File: src/common/abort_pkg.sv
// Constants shared by the transmit abort cause block
package abort_pkg;

    localparam int ADDR_W = 8;
    localparam int DATA_W = 32;

    // Register offsets (byte addresses, one word each)
    localparam logic [7:0] OFF_CAUSE      = 8'h00;
    localparam logic [7:0] OFF_ABORT_CLR  = 8'h04;
    localparam logic [7:0] OFF_CONFIG     = 8'h08;
    localparam logic [7:0] OFF_INT_STATUS = 8'h0c;
    localparam logic [7:0] OFF_INT_CLEAR  = 8'h10;
    localparam logic [7:0] OFF_INT_ENABLE = 8'h14;
    localparam logic [7:0] OFF_ABORT_CNT  = 8'h18;

    // Cause field: bits 10..14 of the cause register
    localparam int CAUSE_LSB       = 10;
    localparam int CAUSE_N         = 5;
    localparam int BIT_WIDE_RD     = 10;
    localparam int BIT_MST_DIS     = 11;
    localparam int BIT_ARBITRATION_LOST_FLAG    = 12;
    localparam int BIT_STALE_FLUSH = 13;
    localparam int BIT_SLV_LOST    = 14;
    localparam logic [CAUSE_N-1:0] CAUSE_RESET = 5'h00;

    // Controller configuration bits
    localparam int CFG_N          = 2;
    localparam int CFG_MASTER_EN  = 0;
    localparam int CFG_RESTART_EN = 1;
    localparam logic [CFG_N-1:0] CFG_RESET = 2'h3;

    // Interrupt status bits
    localparam int INT_N     = 2;
    localparam int INT_ABORT = 0;
    localparam int INT_FLUSH = 1;
    localparam logic [INT_N-1:0] INT_EN_RESET = 2'h0;

    // Abort event counter
    localparam int CNT_W = 16;
    localparam logic [CNT_W-1:0] CNT_RESET = 16'h0000;

endpackage

File: src/core/tx_abort_cause.sv
// Transmit abort cause flags with register port and interrupt
//
// The placing of the registers and the address-and-strobe port were chosen for this implementation.
`timescale 1ns/1ps
`default_nettype none
module tx_abort_cause #(
    parameter int CW = abort_pkg::CNT_W
) (
    input  wire logic                        CLK,
    input  wire logic                        RST,
    input  wire logic [abort_pkg::ADDR_W-1:0] ADDR,
    input  wire logic [abort_pkg::DATA_W-1:0] WR_DATA,
    input  wire logic                        WR_EN,
    input  wire logic                        RD_EN,
    output logic      [abort_pkg::DATA_W-1:0] RD_DATA,
    input  wire logic                        SLV_TX_ACTIVE,
    input  wire logic                        MST_ACTIVE,
    input  wire logic                        BUS_MISMATCH,
    input  wire logic                        SLV_RD_REQ,
    input  wire logic                        TXFIFO_EMPTY,
    input  wire logic                        MST_START,
    input  wire logic                        MST_RD,
    input  wire logic                        ADDR_10BIT,
    output logic                             MASTER_EN,
    output logic                             RESTART_EN,
    output logic                             TX_ABORT,
    output logic                             TXFIFO_FLUSH,
    output logic                             IRQ
);
    import abort_pkg::*;

    ////////////////////////////////////////////////////////////////////
    // State

    typedef struct packed {
        logic [CFG_N-1:0]  cfg;
        logic [INT_N-1:0]  int_en;
        logic [CW-1:0]     abort_cnt;
        logic              abort_evt;
        logic              flush;
        logic [DATA_W-1:0] rdata;
    } state_t;

    state_t st_r;
    state_t st_nxt;

    logic [CAUSE_N-1:0] cause_set;
    logic [CAUSE_N-1:0] cause_clr;
    logic [CAUSE_N-1:0] cause_q;
    logic [INT_N-1:0]   int_set;
    logic [INT_N-1:0]   int_clr;
    logic [INT_N-1:0]   int_q;
    logic               any_set;
    logic               stale_rd;
    logic               arb_loss_slv;
    logic               arb_loss_mst;
    logic               wr_abort_clr;
    logic [DATA_W-1:0]  cause_word;

    ////////////////////////////////////////////////////////////////////
    // Cause detection

    // Slave side loss is checked first so the slave case is never
    // reported as a plain master loss
    assign arb_loss_slv = SLV_TX_ACTIVE & BUS_MISMATCH;
    assign arb_loss_mst = MST_ACTIVE & ~SLV_TX_ACTIVE & BUS_MISMATCH;
    assign stale_rd     = SLV_RD_REQ & ~TXFIFO_EMPTY;

    always_comb begin
        cause_set = '0;
        cause_set[BIT_SLV_LOST - CAUSE_LSB]    = arb_loss_slv;
        cause_set[BIT_ARBITRATION_LOST_FLAG - CAUSE_LSB]    =
            arb_loss_slv | arb_loss_mst;
        cause_set[BIT_STALE_FLUSH - CAUSE_LSB] = stale_rd;
        cause_set[BIT_MST_DIS - CAUSE_LSB]     =
            MST_START & ~st_r.cfg[CFG_MASTER_EN];
        cause_set[BIT_WIDE_RD - CAUSE_LSB]     =
            MST_START & st_r.cfg[CFG_MASTER_EN]
            & ~st_r.cfg[CFG_RESTART_EN] & ADDR_10BIT & MST_RD;
    end

    assign any_set      = |cause_set;
    assign wr_abort_clr = WR_EN && (ADDR == OFF_ABORT_CLR);
    assign cause_clr    = {CAUSE_N{wr_abort_clr}};

    // Causes stay readable until software clears the abort
    sticky_bits #(
        .W   (CAUSE_N)
    ) u_cause (
        .CLK (CLK),
        .RST (RST),
        .SET (cause_set),
        .CLR (cause_clr),
        .Q   (cause_q)
    );

    ////////////////////////////////////////////////////////////////////
    // Interrupt status

    always_comb begin
        int_set            = '0;
        int_set[INT_ABORT] = any_set;
        int_set[INT_FLUSH] = any_set;
        int_clr            = '0;
        if (WR_EN && (ADDR == OFF_INT_CLEAR)) begin
            int_clr = WR_DATA[INT_N-1:0];
        end
    end

    sticky_bits #(
        .W   (INT_N)
    ) u_int (
        .CLK (CLK),
        .RST (RST),
        .SET (int_set),
        .CLR (int_clr),
        .Q   (int_q)
    );

    ////////////////////////////////////////////////////////////////////
    // Register port and control

    always_comb begin
        cause_word = '0;
        cause_word[CAUSE_LSB +: CAUSE_N] = cause_q;
    end

    always_comb begin
        st_nxt = st_r;

        // Abort event level; a new cause in the clearing cycle wins
        st_nxt.abort_evt = (st_r.abort_evt & ~wr_abort_clr) | any_set;

        // Every abort discards the old FIFO contents
        st_nxt.flush = any_set;

        if (any_set) begin
            st_nxt.abort_cnt = st_r.abort_cnt + 1'b1;
        end

        if (WR_EN) begin
            case (ADDR)
                OFF_CONFIG: begin
                    st_nxt.cfg = WR_DATA[CFG_N-1:0];
                end
                OFF_INT_ENABLE: begin
                    st_nxt.int_en = WR_DATA[INT_N-1:0];
                end
                OFF_ABORT_CNT: begin
                    st_nxt.abort_cnt = '0;
                end
                default: begin
                end
            endcase
        end

        // Read data stand only in the cycle after the strobe
        st_nxt.rdata = '0;
        if (RD_EN) begin
            case (ADDR)
                OFF_CAUSE: begin
                    st_nxt.rdata = cause_word;
                end
                OFF_CONFIG: begin
                    st_nxt.rdata[CFG_N-1:0] = st_r.cfg;
                end
                OFF_INT_STATUS: begin
                    st_nxt.rdata[INT_N-1:0] = int_q;
                end
                OFF_INT_ENABLE: begin
                    st_nxt.rdata[INT_N-1:0] = st_r.int_en;
                end
                OFF_ABORT_CNT: begin
                    st_nxt.rdata[CW-1:0] = st_r.abort_cnt;
                end
                default: begin
                    st_nxt.rdata = '0;
                end
            endcase
        end
    end

    always_ff @(posedge CLK) begin
        if (RST) begin
            st_r.cfg       <= CFG_RESET;
            st_r.int_en    <= INT_EN_RESET;
            st_r.abort_cnt <= CW'(0);
            st_r.abort_evt <= 1'b0;
            st_r.flush     <= 1'b0;
            st_r.rdata     <= '0;
        end else begin
            st_r <= st_nxt;
        end
    end

    ////////////////////////////////////////////////////////////////////
    // Outputs

    assign RD_DATA      = st_r.rdata;
    assign MASTER_EN    = st_r.cfg[CFG_MASTER_EN];
    assign RESTART_EN   = st_r.cfg[CFG_RESTART_EN];
    assign TX_ABORT     = st_r.abort_evt;
    assign TXFIFO_FLUSH = st_r.flush;
    assign IRQ          = |(int_q & st_r.int_en);
endmodule
`default_nettype wire

File: src/core/sticky_bits.sv
// Sticky flag bank: hardware sets, software clears, set wins
`timescale 1ns/1ps
`default_nettype none
module sticky_bits #(
    parameter int W = 1
) (
    input  wire logic         CLK,
    input  wire logic         RST,
    input  wire logic [W-1:0] SET,
    input  wire logic [W-1:0] CLR,
    output logic      [W-1:0] Q
);
    typedef struct packed {
        logic [W-1:0] flags;
    } sticky_t;

    sticky_t st_r;
    sticky_t st_nxt;

    always_comb begin
        st_nxt       = st_r;
        // A set in the clearing cycle must not be lost
        st_nxt.flags = (st_r.flags & ~CLR) | SET;
    end

    always_ff @(posedge CLK) begin
        if (RST) begin
            st_r <= '0;
        end else begin
            st_r <= st_nxt;
        end
    end

    assign Q = st_r.flags;
endmodule
`default_nettype wire

File: config.mk
export PLATFORM = sky130hd
export DESIGN_NAME = tx_abort_cause
export DESIGN_NICKNAME = d
export VERILOG_FILES = /design/src/common/abort_pkg.sv /design/src/core/tx_abort_cause.sv /design/src/core/sticky_bits.sv
export SDC_FILE = /design/constraint.sdc
export NUM_CORES = 1
export LEC_CHECK = 0
export ABC_CLOCK_PERIOD_IN_PS = 1550
export BUFFER_PORTS_ARGS = -buffer_cell sky130_fd_sc_hd__buf_4
export CAP_MARGIN = 5
export CORE_MARGIN = 1
export CORE_UTILIZATION = 40
export DETAILED_ROUTE_END_ITERATION = 10
export GPL_ROUTABILITY_DRIVEN = 0
export PLACE_DENSITY_LB_ADDON = 0.1
export SLEW_MARGIN = 20
export SYNTH_ARGS = -nofsm -noshare
export SYNTH_HDL_FRONTEND = slang
export SYNTH_SLANG_ARGS = --single-unit
File: constraint.sdc
create_clock -name CLK -period 1.55 [get_ports CLK]
set_input_delay 0.155 -clock CLK [delete_from_list [all_inputs] [get_ports CLK]]
set_output_delay 0.155 -clock CLK [all_outputs]
set_load 0.01 [all_outputs]
* Word level (Yosys, flattened, before mapping)
Index checks and enable logic that the tools add are counted.
** Storage, ports and cells
- Word-level logic and storage cells :: 55
- Register bits :: 61
- Input port bits :: 52
** Cells by class
- $add $sub $neg :: 1
- Equal/unequal tests :: 6
- Reduce and logical (&&, ||, !) cells :: 8
- Bitwise logic cells :: 25
- Mux-type cells :: 6
** Operator list (number)
- two-way mux 16 bit :: 3
- one-hot mux 14 bit (2 select lines) :: 1
- equality test 8 x 5 -> 1 bit, second input constant :: 3
- adder 16 x 1 -> 16 bit, second input constant :: 1
- equality test 8 x 4 -> 1 bit, second input constant :: 2
- AND 1 bit :: 10
- equality test 8 x 3 -> 1 bit, second input constant :: 1
- zero test 8 bit :: 1
- one-hot mux 2 bit (4 select lines) :: 1
- NOT 1 bit :: 6
- AND 5 bit :: 1
- NOT 5 bit :: 1
- OR 5 bit :: 1
- OR reduction 5 bit :: 1
- AND 2 bit :: 2
- AND reduction 2 bit :: 2
- OR reduction 2 bit :: 2
- logical AND 1 bit :: 2
- two-way mux 2 bit :: 1
- NOT 2 bit :: 1
- OR 1 bit :: 2
- OR 2 bit :: 1

* Depth between registers and ports, before layout
- Depth after elaboration :: 8
- Mapped depth :: 7
- Mapped depth without buffers :: 5

* Modules after synthesis
From an unflattened synthesis, not the netlist that was laid out.
** Second synthesis, totals
- Cells, all modules :: 280
- Area, all modules :: 2433.6 um2
** By module, submodules not included
- tx_abort_cause :: sequential area each 760.7 um2, area each 2188.3 um2, cells an instance 252, times used 1
- sticky_bits (u_cause) :: sequential area each 100.1 um2, area each 175.2 um2, cells an instance 20, times used 1
- sticky_bits (u_int) :: sequential area each 40.0 um2, area each 70.1 um2, cells an instance 8, times used 1

* Least setup slack after synthesis
No wires, ideal clock.
- Kind :: reg2reg
- Start point :: register st_r, in the netlist MASTER_EN
- End point :: register st_r[49] (netlist name)
- Required time :: 1.480 ns
- Cell stages (with the launch flop) :: 8
- Data arrival time :: 1.687 ns
- Path slack :: -0.207 ns
- Cells stage by stage :: dfxtp_1 -> nand2b_1 -> and3_1 -> buf_6 -> and2_4 -> buf_6 -> or4_1 -> a21oi_1
** Between the ends
- Cells in the longest elaborated chain, start to end :: 8
- Elaborated cells on any way between the ends :: 10
- Those cells by class :: mux (3); bitwise (6); reduce/logical (1)
** Ends and longest elaborated chain
- start: declaration :: line tx_abort_cause.sv:44 : state_t st_r;
- start signal: assignment :: line tx_abort_cause.sv:192 : st_r <= st_nxt;
- AND 1 bit :: line tx_abort_cause.sv:78 : MST_START & st_r.cfg[CFG_MASTER_EN]
- AND 1 bit (3 in a row) :: line tx_abort_cause.sv:79 : & ~st_r.cfg[CFG_RESTART_EN] & ADDR_10BIT & MST_RD;
- OR reduction 5 bit * :: line tx_abort_cause.sv:82 : assign any_set = |cause_set;
- two-way mux 16 bit * :: line tx_abort_cause.sv:137 : if (any_set) begin
- two-way mux 16 bit :: line tx_abort_cause.sv:142 : case (ADDR)
- two-way mux 16 bit * :: line tx_abort_cause.sv:141 : if (WR_EN) begin
Every way passes the cells marked *; elsewhere a longest branch is shown, timed or not.
A chain may end at the register's enable or synchronous reset.

* Worst setup path after layout
- Start point :: register st_r, in the netlist RESTART_EN
- End point :: register st_r[46] (netlist name)
** Between the ends
- Cells in the longest elaborated chain, start to end :: 8
** Ends and longest elaborated chain (line)
- NOT 1 bit * :: tx_abort_cause.sv:79
- AND 1 bit * (3 in a row) :: tx_abort_cause.sv:79
- OR reduction 5 bit * :: tx_abort_cause.sv:82
- two-way mux 16 bit * :: tx_abort_cause.sv:137
- two-way mux 16 bit :: tx_abort_cause.sv:142
- two-way mux 16 bit * :: tx_abort_cause.sv:141
Marks and branches as above.

==> metrics list <==
- Status: complete, but fails checks
* Violations in the final reports: negative setup slack
- Clock tree from TritonCTS: built
- The worst setup path is captured at a flop.
* Clock Pin Slew Worst Setup and Hold Paths: about 0.09 ns
- Final hold violation count: 0
- VDD IR-drop max: about 550 uV
- In the post-route analysis, the smallest setup slack over all paths is -0.1400 ns.
- The floorplan has 25 rows.
- The top cell type by area accounts for between 40 and 50% of the synthesized area.
- Compared with the post-synthesis result, the final layout area differs by 38.71%.
- Layout cell share with drive strength beyond 1: 43.61%
- The worst path in the final design needs a cycle of 1.690 ns, including I/O delays and setup.
* Count of endpoints failing setup in the final report: 7
* Detailed-route wire length: 4.894 mm
- Clock latency on the worst-skew pair, taken at its later pin, is slightly above 0.3 ns.
- Grt ovf: 0
* Pre-CTS setup slack: -0.1904 ns
- Worst-path maximum fanout: 6
- Core area: 4880 um2
- The top cell types in the final layout, fill and taps aside, are 86 x buf_4, 39 x dfxtp_1, 17 x nor2_1, 17 x nand2_1, 16 x conb_1.
- Total I/O pin count: just under 90
- Proportion of synthesized area in mux cells: approximately 2.4%
* Async S/R FF share, synth: 0%
* H-Tree Depth: 2
* Post-synthesis cell type with the largest combined area: dfxtp_1
* Non-filler cells in the finished layout: ~370
- Number of iterations in the first detailed-routing pass: 4
- The completed layout was analyzed and its total power is approximately 2.3 mW.
- The repair_antennas step left the layout with diodes totalling 0.
- The cell sitting at the root of the clock tree is a clkbuf_8.
* Number of synthesized flops with an enable pin: 0
- The number of antenna violations at the first check in global routing is 0.
- Dividing the detail-routed via count by the number of cells gives 4.815.
- Dominant combinational cell family by area after synthesis: simple AND/OR/NAND/NOR gates
- Setup repair after global routing could not meet its margin everywhere.
- In this run, synthesis produced a sequential element count of 45.
* Die span in y: approximately 74 um
* Routed wire per std cell: roughly 13 um
- Entering global routing, the biggest net connects 15 pins.
- Required @ worst endpoint: about 1.8 ns
* Synthesis Warnings: 0
- For this run, the register share of the synthesized area comes to roughly 43%.
- Number of placed cells counting well taps: around 360
- From left edge to right edge, the die measures 74.36 um.
- Overall routing resource usage: a little under a fifth
- The clock arrives with between 0.009 and 0.01 ns of skew.
- In this run the static leakage power is ~1.2 nW.
- Summing every instance area after synthesis gives ~2100 um2.
- Number of pins exceeding their max-slew limit in the final report: 0
* Sinks on Clock Net: 45
- Max-cap violations in this run came to 0.
- Number of design rule violations left after detail routing: 0
- Achievable clock frequency: a little under 0.6 GHz
- Power per Cell Area: approximately 800 nW/um2
* Final worst-path cycle share: 109.0%
- After Yosys synthesis, full adders, half adders and majority gates account for less than 1% of the synthesized area.
* Setup crit start kind: flop
- Mapped Cells: 230
- The initial utilization of the core area, before any placement, comes to between 40% and 50%.
* TritonCTS buffer count: 5
- The synthesized netlist contains 41 unique library cells.
- Cell types with the largest area share after synthesis: dfxtp_1 43%, buf_4 11%, xnor2_1 3.8%, a21oi_1 3.6%, nor2_1 3.2%
- For this run, the leading register cell type out of synthesis is dfxtp_1.
- Via count of the routed design: roughly 1.8k
* Detail Route Antenna Nets: 0
- The floorplan step defined a die boundary enclosing between 5000 and 6000 um2.
- The critical path in this run is classified as reg2reg.
* Global-route wire length before repair: 7.969 mm
* Compound-cell area share of the yosys netlist: 14.22%
- Once detailed placement completed, the half-perimeter wirelength came to 3.439 mm.
* Simple-gate share of the synthesized area: around a fifth
- Each instance of the synthesized netlist takes up on average just over 9 um2.
- Class of the most critical hold timing path: in2reg
- Fin nets: about 360
* IO Port Bufs: 42
- At the worst endpoint, the arrival time is ~1.9 ns.
- The clock passes through at most 2 buffers.
- XOR/XNOR share of the synthesized area: about 3.8%
- First-iteration detailed-routing DRC count: 67
- Vias in the first global route: 1720
- Leaving out fill and tap cells, the most frequent cell in the layout is buf_4.
-- cells in the mapped netlist (3+ instances only) --
| cell type | instances |
|---|---|
| a211oi_1 | 3 |
| a21oi_1 | 15 |
| a22o_1 | 6 |
| a22oi_1 | 3 |
| and2_1 | 7 |
| buf_4 | 32 |
| clkbuf_1 | 3 |
| dfxtp_1 | 45 |
| inv_1 | 7 |
| mux2i_1 | 5 |
| nand2_1 | 17 |
| nand3_1 | 9 |
| nand4_1 | 5 |
| nor2_1 | 18 |
| nor3_1 | 3 |
| o21ai_0 | 7 |
| o31ai_1 | 3 |
| or3_1 | 3 |
| or4_1 | 4 |
| xnor2_1 | 9 |
-- worst paths after layout --
path              cells after the start            to  slack, ns         start
setup reg to reg                      6      st_r[46]      -0.14    RESTART_EN
hold / removal                        3    RESTART_EN       0.08    WR_DATA[1]
hold reg to reg                       2  u_cause.Q[2]       0.46  u_cause.Q[2]
setup / recovery                      6      st_r[46]      -0.14    RESTART_EN
-- kinds of logic after synthesis --
group,Yosys count
xor gates and xnor gates,9
muxes,5
adders and majority gates,1
AOI/OAI and AO/OA,43
buffers and inverters,46
other,1
DFF,45
and+or+nand+nor,80
-- per-layer routing --
metal	track usage [%]	wire (um)	vias to the layer above
li1	-	-	894
met1	24.55	2218	839
met2	30.93	2404	50
met3	4.065	189	8
met4	8.595	80	0
met5	0	0	-
-- state kept, by name (all words and copies together), names as in the netlist --
signal / count
TXFIFO_FLUSH: 1
u_cause.Q: 5
u_int.Q: 2
RESTART_EN: 1
TX_ABORT: 1
st_r: 18
MASTER_EN: 1
RD_DATA: 16
-- area by class of cell --
cell class,instances,area (um2)
clock buffer,7,97.59
sequential,45,910.9
multi-input combinational,155,1079
fill,455,1974
tap,67,83.83
inverter,7,26.28
timing repair buffer,90,699.4
clock inverter,1,8.758
-- repair_timing --
item                       in CTS  in global routing
setup endpoints to repair       8                 14
pin swaps                       6                  3
gates cloned                    1                  0
hold buffers                    0                  0
resized for setup              14                 14
buffers inserted                6                  0
-- worst max-delay path, cell delays in order, from the launching register on --
cell	delay, ns
dfxtp_2	0.33
nor2b_1	0.10
nand4_1	0.19
buf_4	0.21
a21o_4	0.22
or4_4	0.43
a21oi_2	0.14
-- where the power goes --
group          switching, mW  leakage, nW  total, mW  internal [mW]
combinational          0.121        0.794      0.249          0.127
clock                  0.425       0.0536      0.845          0.420
sequential            0.0165        0.366       1.19           1.18
-- metrics by stage --
stage	TNS (ns)	util [%]	cell area [um2]	hold WS [ns]
2_1_floorplan	-0.5110	-	2187	0.2241
3_3_place_gp	-2.128	53.77	2624	0.3988
3_5_place_dp	-2.547	53.77	2624	0.4020
4_1_cts	-0.4411	58.31	2845	0.07560
5_1_grt	-1.101	59.54	2905	0.08927
6_report	-0.5448	59.54	2905	0.08292
No activity file was read; power rests on OpenSTA's default activity.
